`src/lsg_pkg.sv`:
```
// package: constants for the low-res graphics shading and io decode block
package lsg_pkg;
  // ==========================================================================
  // io decode windows
  localparam logic [9:0] LSG_MONO_LO   = 10'h3B0;
  localparam logic [9:0] LSG_MONO_HI   = 10'h3BB;
  localparam logic [9:0] LSG_MONO_ONE  = 10'h3BF;
  localparam logic [9:0] LSG_COLR_LO   = 10'h3D0;
  localparam logic [9:0] LSG_COLR_HI   = 10'h3DF;
  // ==========================================================================
  // palette selection for pixel values 1, 2, 3
  localparam logic [2:0] LSG_PAL_C1    = 3'h3;
  localparam logic [2:0] LSG_PAL_C2    = 3'h5;
  localparam logic [2:0] LSG_PAL_C3    = 3'h7;
  // ==========================================================================
  // shade codes
  localparam logic [3:0] LSG_SH_SOLID  = 4'h0;
  localparam logic [3:0] LSG_SH_Q1     = 4'h1;
  localparam logic [3:0] LSG_SH_Q2     = 4'h2;
  localparam logic [3:0] LSG_SH_Q3     = 4'h3;
  localparam logic [3:0] LSG_SH_T1     = 4'h4;
  localparam logic [3:0] LSG_SH_T2     = 4'h5;
  localparam logic [3:0] LSG_SH_SL_OR  = 4'h6;
  localparam logic [3:0] LSG_SH_SL     = 4'h7;
  localparam logic [3:0] LSG_SH_CK_OR1 = 4'h8;
  localparam logic [3:0] LSG_SH_CK_AND = 4'h9;
  localparam logic [3:0] LSG_SH_CK_OR2 = 4'hA;
  localparam logic [3:0] LSG_SH_CK     = 4'hB;
  localparam logic [3:0] LSG_SH_BS_OR1 = 4'hC;
  localparam logic [3:0] LSG_SH_BS_AND = 4'hD;
  localparam logic [3:0] LSG_SH_BS_OR2 = 4'hE;
  localparam logic [3:0] LSG_SH_BS     = 4'hF;
  // ==========================================================================
  // frame sequence lengths for duty patterns
  localparam logic [2:0] LSG_FR_LAST   = 3'h7;   // 8-frame sequence, last index
  localparam logic [2:0] LSG_FR3_LAST  = 3'h5;   // 6-frame sequence, last index
  localparam logic [1:0] LSG_RST_PIX   = 2'h0;
endpackage

```
`src/lsg_if.sv`:
```
// interface: shade request between scaler and shade unit
`timescale 1ns/1ps
interface lsg_shade_if;
  logic [3:0] code;   // shade code
  logic [1:0] px;     // panel column, low bits
  logic [1:0] py;     // panel line, low bits
  logic [2:0] fr;     // frame count in 8
  logic [2:0] fr3;    // frame count in 6
  logic       on;     // shading signal result
  modport req (output code, px, py, fr, fr3, input on);
  modport shd (input code, px, py, fr, fr3, output on);
endinterface

```
`src/lsg_shade.sv`:
```
// module: shading signal generator from a 4-bit shade code
`timescale 1ns/1ps
module lsg_shade (
  lsg_shade_if.shd s    // shade request and result
);
  logic pat_sl;
  logic pat_bs;
  logic pat_ck;
  logic t14;
  logic t12;
  logic t34;
  logic t13;
  logic t23;
  logic [2:0] t13_sum;

  // crosshatch patterns over a 4x4 cell; 1 means pixel stays on
  always_comb
  begin
    pat_ck = s.px[0] ^ s.py[0];
    pat_sl = (s.px + s.py) != 2'h3;
    pat_bs = s.px != s.py;
  end

  // time patterns: spatially staggered so q1, q2 and q3 light a quarter, half and three quarters of the cell per frame
  always_comb
  begin
    t14 = ({s.py[1:0]} + {s.px[1:0]}) == s.fr[1:0];
    t12 = (s.px[0] ^ s.py[0]) == s.fr[0];
    t34 = ({s.py[1:0]} + {s.px[1:0]}) != s.fr[1:0];
    // x/3 over a 4x2 cell: each dot is on in two of the six frames
    t13_sum = {2'b00, s.px[1]} + {2'b00, s.py[0]} + s.fr3;
    t13 = (t13_sum == 3'h0) || (t13_sum == 3'h3) || (t13_sum == 3'h6);
    t23 = !t13;
  end

  // combine pattern and time per the shade code
  always_comb
  begin
    case (s.code)
      lsg_pkg::LSG_SH_SOLID:  s.on = 1'b1;
      lsg_pkg::LSG_SH_Q1:     s.on = t14;
      lsg_pkg::LSG_SH_Q2:     s.on = t12;
      lsg_pkg::LSG_SH_Q3:     s.on = t34;
      lsg_pkg::LSG_SH_T1:     s.on = t13;
      lsg_pkg::LSG_SH_T2:     s.on = t23;
      lsg_pkg::LSG_SH_SL_OR:  s.on = pat_sl | t12;
      lsg_pkg::LSG_SH_SL:     s.on = pat_sl;
      lsg_pkg::LSG_SH_CK_OR1: s.on = pat_ck | t14;
      lsg_pkg::LSG_SH_CK_AND: s.on = pat_ck & t12;
      lsg_pkg::LSG_SH_CK_OR2: s.on = pat_ck | t12;
      lsg_pkg::LSG_SH_CK:     s.on = pat_ck;
      lsg_pkg::LSG_SH_BS_OR1: s.on = pat_bs | t14;
      lsg_pkg::LSG_SH_BS_AND: s.on = pat_bs & t12;
      lsg_pkg::LSG_SH_BS_OR2: s.on = pat_bs | t12;
      default:                s.on = pat_bs;
    endcase
  end
endmodule

```
`src/lsg_top.sv`:
```
// module: low-res graphics pixel scaler, shader and host io window decoder
`timescale 1ns/1ps
module lsg_top #(
  parameter int LINE_PX = 320   // logical pixels the line store holds
) (
  input  wire logic        clk_sys,      // 20 MHz system clock
  input  wire logic        rstn,         // async reset, active low
  input  wire logic [9:0]  sa,           // host address, low ten lines (pin)
  input  wire logic        aen,          // host address enable, high in dma (pin)
  input  wire logic        ior_n,        // host io read strobe, low active (pin)
  input  wire logic        iow_n,        // host io write strobe, low active (pin)
  output logic             io_sel,       // host io access inside a window
  output logic             io_mono,      // window hit is the monochrome window
  input  wire logic        line400,      // panel has 400 lines
  input  wire logic [15:0] pal_flat,     // palette shade codes 5,7: [15:12]=7,[11:8]=5
  input  wire logic [3:0]  pal3,         // shade code of palette 3
  input  wire logic        pix_valid,    // logical pixel offered
  output logic             pix_ready,    // logical pixel taken
  input  wire logic [1:0]  pix_val,      // two-bit logical pixel
  input  wire logic        line_end,     // last logical pixel of the line
  input  wire logic        frame_end,    // last line of the frame
  output logic             dot_valid,    // panel pixel out valid
  output logic             dot_on        // panel pixel, 1 = dark dot
);
  // ==========================================================================
  // elaboration check: store indices are nine bits and a line needs one pixel
  if (LINE_PX < 1 || LINE_PX > 512)
  begin : g_bad_line_px
    $error("LINE_PX must lie in 1..512");
  end

  // ==========================================================================
  // pin synchronisers: three stages, change taken when stages two and three agree
  logic [12:0] s1_reg;
  logic [12:0] s2_reg;
  logic [12:0] s3_reg;
  logic [12:0] pin_reg;
  always_ff @(posedge clk_sys or negedge rstn)
  begin
    if (!rstn)
    begin
      s1_reg  <= 13'h1C00;
      s2_reg  <= 13'h1C00;
      s3_reg  <= 13'h1C00;
      pin_reg <= 13'h1C00;
    end
    else
    begin
      s1_reg <= {iow_n, ior_n, aen, sa};
      s2_reg <= s1_reg;
      s3_reg <= s2_reg;
      if (s2_reg == s3_reg)
        pin_reg <= s3_reg;
    end
  end

  // ==========================================================================
  // panel-kind strap is a pin as well; same three-stage filter, so a
  // bouncing strap cannot flip the pass order half way through a line
  logic [2:0] l4_sync_reg;
  logic       l4_reg;
  always_ff @(posedge clk_sys or negedge rstn)
  begin
    if (!rstn)
    begin
      l4_sync_reg <= 3'h0;
      l4_reg      <= 1'b0;
    end
    else
    begin
      l4_sync_reg <= {l4_sync_reg[1:0], line400};
      if (l4_sync_reg[1] == l4_sync_reg[2])
        l4_reg <= l4_sync_reg[2];
    end
  end

  // ==========================================================================
  // io window decode; only ten lines compared, dma cycles ignored
  logic [9:0] adr;
  logic       hit_mono;
  logic       hit_colr;
  logic       strobe;
  always_comb
  begin
    adr      = pin_reg[9:0];
    strobe   = !pin_reg[11] || !pin_reg[12];
    hit_mono = 1'b0;
    hit_colr = 1'b0;
    if (adr >= lsg_pkg::LSG_MONO_LO && adr <= lsg_pkg::LSG_MONO_HI)
      hit_mono = 1'b1;
    else if (adr == lsg_pkg::LSG_MONO_ONE)
      hit_mono = 1'b1;
    else if (adr >= lsg_pkg::LSG_COLR_LO && adr <= lsg_pkg::LSG_COLR_HI)
      hit_colr = 1'b1;
  end

  // registered select, qualified by address enable low
  always_ff @(posedge clk_sys or negedge rstn)
  begin
    if (!rstn)
    begin
      io_sel  <= 1'b0;
      io_mono <= 1'b0;
    end
    else
    begin
      io_sel  <= strobe && !pin_reg[10] && (hit_mono || hit_colr);
      io_mono <= strobe && !pin_reg[10] && hit_mono;
    end
  end

  // ==========================================================================
  // scaler: each logical pixel is issued twice across; on 400 lines each
  // logical line is drawn twice, replaying from a line store
  typedef enum logic [1:0] {LSG_S_LIVE, LSG_S_REPLAY} lsg_state_t;
  lsg_state_t  st_reg;
  logic        half_reg;          // second copy of the current pixel
  logic [1:0]  line_mem [0:LINE_PX-1];  // logical line kept for the repeat pass
  logic        end_mem  [0:LINE_PX-1];
  localparam logic [8:0] LAST_PX = 9'(LINE_PX - 1);
  logic [8:0]  wr_reg;
  logic [8:0]  rd_reg;
  logic [1:0]  cur_val;
  logic        cur_end;
  logic        fend_reg;
  logic [9:0]  px_reg;
  logic [9:0]  py_reg;
  logic [2:0]  fr_reg;
  logic [2:0]  fr3_reg;
  logic        step;
  logic        live;

  assign live      = st_reg == lsg_state_t'(LSG_S_LIVE);
  assign cur_val   = live ? pix_val : line_mem[rd_reg];
  // a line longer than the store is cut at the store's end on the repeat pass
  assign cur_end   = live ? line_end : (end_mem[rd_reg] || rd_reg == LAST_PX);
  assign step      = live ? pix_valid : 1'b1;
  assign pix_ready = live && half_reg;

  // line store written as pixels are taken
  always_ff @(posedge clk_sys)
  begin
    if (live && pix_valid && half_reg && wr_reg <= LAST_PX)
    begin
      line_mem[wr_reg] <= pix_val;
      end_mem[wr_reg]  <= line_end;
    end
  end

  // pass sequencing
  always_ff @(posedge clk_sys or negedge rstn)
  begin
    if (!rstn)
    begin
      st_reg   <= LSG_S_LIVE;
      half_reg <= 1'b0;
      wr_reg   <= 9'h000;
      rd_reg   <= 9'h000;
      fend_reg <= 1'b0;
      px_reg   <= 10'h000;
      py_reg   <= 10'h000;
      fr_reg   <= 3'h0;
      fr3_reg  <= 3'h0;
    end
    else if (step)
    begin
      half_reg <= !half_reg;
      px_reg   <= px_reg + 10'h001;
      if (half_reg)
      begin
        if (live && wr_reg < LAST_PX)
          wr_reg <= wr_reg + 9'h001;
        if (!live)
          rd_reg <= rd_reg + 9'h001;
        if (cur_end)
        begin
          px_reg <= 10'h000;
          py_reg <= py_reg + 10'h001;
          wr_reg <= 9'h000;
          rd_reg <= 9'h000;
          if (live)
            fend_reg <= frame_end;
          if (live && l4_reg)
            st_reg <= LSG_S_REPLAY;
          else
            st_reg <= LSG_S_LIVE;
          if ((live && !l4_reg && frame_end) || (!live && fend_reg))
          begin
            py_reg  <= 10'h000;
            fr_reg  <= fr_reg + 3'h1;
            fr3_reg <= (fr3_reg == lsg_pkg::LSG_FR3_LAST) ? 3'h0 : fr3_reg + 3'h1;
          end
        end
      end
    end
  end

  // ==========================================================================
  // palette pick and shading
  lsg_shade_if sif ();
  always_comb
  begin
    case (cur_val)
      2'h1:    sif.code = pal3;
      2'h2:    sif.code = pal_flat[11:8];
      default: sif.code = pal_flat[15:12];
    endcase
    sif.px  = px_reg[1:0];
    sif.py  = py_reg[1:0];
    sif.fr  = fr_reg;
    sif.fr3 = fr3_reg;
  end

  lsg_shade u_shade (
    .s (sif.shd)
  );

  // output dot: value zero is background (light), others dark when shade is on
  always_ff @(posedge clk_sys or negedge rstn)
  begin
    if (!rstn)
    begin
      dot_valid <= 1'b0;
      dot_on    <= 1'b0;
    end
    else
    begin
      dot_valid <= step;
      dot_on    <= step && (cur_val != lsg_pkg::LSG_RST_PIX) && sif.on;
    end
  end
endmodule

```
`config.mk`:
```
export PLATFORM = sky130hd
export DESIGN_NAME = lsg_top
export DESIGN_NICKNAME = d
export VERILOG_FILES = /design/src/lsg_pkg.sv /design/src/lsg_if.sv /design/src/lsg_shade.sv /design/src/lsg_top.sv
export SDC_FILE = /design/constraint.sdc
export NUM_CORES = 1
export LEC_CHECK = 0
export BUFFER_PORTS_ARGS = -buffer_cell sky130_fd_sc_hd__buf_2
export CORE_ASPECT_RATIO = 0.9
export CORE_MARGIN = 2
export CORE_UTILIZATION = 57
export CTS_CLUSTER_DIAMETER = 200
export DETAILED_ROUTE_END_ITERATION = 10
export PLACE_DENSITY_LB_ADDON = 0.25
export SLEW_MARGIN = 30
export SYNTH_ARGS = -nofsm -noshare
export SYNTH_HDL_FRONTEND = slang
export SYNTH_SLANG_ARGS = --single-unit
```
`constraint.sdc`:
```
create_clock -name clk_sys -period 4.5 [get_ports clk_sys]
set_input_delay 0.45 -clock clk_sys [delete_from_list [all_inputs] [get_ports clk_sys]]
set_output_delay 0.45 -clock clk_sys [all_outputs]
set_load 0.005 [all_outputs]
```
==> metrics <==
# Max-Cap Violations 0; initial core utilization between 50% and 60%; Worst Skew 0.02555 ns; Antenna Cells 0; initial antenna violation count 1; I/O pin cnt 46; first-pass GRT wire length ~150 mm; Die ar. approximately 0.076 mm²; Worst EP arrival 5.25 ns; hold crit path type input port to flop; Pwr Density 515.4 mW/mm²; Post-synth EDFFs 960; fin crit period 4.698 ns; CTS buffer count approximately 100; area grow syn2layout 13.82%; post-synth top area share 68.39%; Max Transition Viols Final 0; total negative slack -0.1982 ns; Worst Setup Slack, final -0.1982 ns; routed wire length slightly below 100 mm; Most flops, register line_mem; asr flop ratio synth 8.571%; crit-path cells buf_12 > buf_16 > buf_12 > mux4_2 > mux4_2 > mux4_2 > a22oi_2 > a31o_4 > a31o_4 > ha_4 > buf_4 > nor2_1 > a21oi_2 > nand2_1 > o21ai_1 > a21oi_1 > o21ai_1 > a2111oi_2; synth unique cells 71; Storage cell area ~0.031 mm²; CP endpoint kind flop; gr ovfl total 0; Leak ~15 nW; vias post-DR between 20,000 and 25,000; top flop regs line_mem: 640 flops, end_mem: 320 flops; Syn Area/Cell 19.15 µm²; Fin. Hold Viols 0; warnings from Yosys 0; GP Congestion about 0.93; FILL cells 4,777; CP Data Required Time 5.05 ns; Peak Freq 212.8 MHz; post-synthesis sequential area ratio 73.77%; status complete, but fails checks; setup violators final 1; DRC 0; Setup WS pre-CTS -0.5889 ns; max reg flops 640; iteration-0 DRC count of the detailed router 2,781; critical path peak fanout 8; FF+latch count, synth about 1,100; DRT Pass-1 Iters 5; top post-synthesis cells by count 960 x edfxtp_1, 351 x nor2_1, 289 x mux4_2, 88 x clkbuf_1, 78 x dfrtp_1; Layout Nets about 2,400; DR vias/cell 6.466; crit path kind flop to flop; syn_nets 2,254; post-synth top area cell edfxtp_1; slew margin rel. 30.22%; WL/cell between 20 and 30 µm; pin count of the biggest net entering global routing 214; design area 0.04798 mm²; share of layout cells above drive strength 1 approximately 28%; HPWL Detailed 60.31 mm; CP peak stage delay 0.50 ns; Antenna Nets Post-Route 0; synth top area cells edfxtp_1 68%, mux4_2 15%, dfrtp_1 4.6%; PortBufs 37; worst slew pin tran approximately 1.0 ns; Max Buffers Root-to-Sink 3; final hold slack 0.03866 ns; Die Span Y 262.0 µm; dpl cell area 0.04403 mm²; synthesized area approximately 0.042 mm²; Reg clk slew, reported paths 0.07 ns; Die Width between 200 and 300 µm; sum of buffers and inverters on the critical path 4; violated checks setup timing; CTS root buffer clkbuf_16; core area 0.07316 mm²; Cells after Synth 2,201; row count 94; worst-skew pair later-pin latency between 0.6 and 0.7 ns; Main synth FF type edfxtp_1; Total GRT Usage 26.39%; worst vdd ir 0.3417 mV; Critical Path Most Common Cell mux4_2; total power 24.73 mW; CTS tree yes; CP max-delay cell mux4_2; Sinks on Clock Net between 1,000 and 1,500; most common cell in the synthesized netlist edfxtp_1; Worst setup SP type flop; fin crit share 104.4%; # H-tree levels 3; RSZ-0062 raised after global routing true; area of the multi-input gates 0.01036 mm²; CP top delay family compound AO/OA/AOI/OAI gates; vias in the first global route approximately 22,000
[metrics by stage]
| step | instances | util (%) |
|---|---|---|
| after floorplan | 2201 | - |
| after global placement | 3175 | 60.18 |
| after detailed placement | 3175 | 60.18 |
| after CTS | 3389 | 65.49 |
| after global routing | 3391 | 65.59 |
| final | 3391 | 65.59 |
[cell type report]
| type | instances | share of cell area (%) |
|---|---|---|
| clock buffer | 122 | 5.703 |
| inverter | 19 | 0.1486 |
| timing repair buffer | 190 | 3.695 |
| tap | 960 | 2.503 |
| multi-input combinational | 984 | 21.59 |
| sequential | 1050 | 64.84 |
| clock inverter | 66 | 1.518 |
[repair_timing]
action                                 4_1_cts  5_1_grt
pin swaps                                   14        1
buffers inserted                            10        0
gates cloned                                 1        1
hold buffers                                15        0
endpoints found under the hold margin       74        0
setup endpoints to repair                    1        1
resized for setup                           30        4
[cell families after synthesis]
group / count (synthesis) / share of synthesized area (%)
buffers and inverters: 167 / 1.932
adders and majority gates: 13 / 0.3977
AOI/OAI and AO/OA: 131 / 2.223
xor gates and xnor gates: 28 / 0.5818
DFF: 1050 / 73.77
muxes: 318 / 16.18
and+or+nand+nor: 494 / 4.918
[final timing paths]
kind	startpoint	end	slack, ns	depth (start not counted)
hold reg to reg	s1_reg[7]	s2_reg[7]	0.35	0
setup / recovery	rd_reg[0]	dot_on	-0.20	18
hold / removal	frame_end	fend_reg	0.04	2
setup reg to reg	rd_reg[0]	dot_on	-0.20	18
max in group asynchronous	rstn	s1_reg[12]	3.20	3
min in group asynchronous	rstn	pin_reg[2]	0.39	2
[power by group]
part / total [mW] / switching, mW / internal [mW]
combinational: 5.00 / 2.53 / 2.47
clock: 8.74 / 3.68 / 5.06
sequential: 11.0 / 0.193 / 10.8
total: 24.7 / 6.40 / 18.3
[cell usage in the layout (no fill, tap or decap), types with 16 or more instances in the layout]
cell,instances
a22oi_1,23
edfxtp_1,960
nor2_1,350
o211ai_1,17
buf_2,33
clkbuf_16,107
mux4_2,289
a21oi_1,19
nand3_1,26
buf_4,110
clkinv_2,19
mux2_2,17
nand2_1,51
inv_1,19
clkinv_1,17
xnor2_1,16
dfrtp_1,74
[routing by layer]
metal	up-vias	track usage [%]	routed length, µm	share of wire [%]
met5	-	0	0	0
met3	178	4.855	9490	9.6
li1	9117	-	-	-
met4	0	7.110	2506	2.5
met2	1166	42.28	47500	48
met1	11470	38.23	39190	40
(Power assumes the default switching activity.)
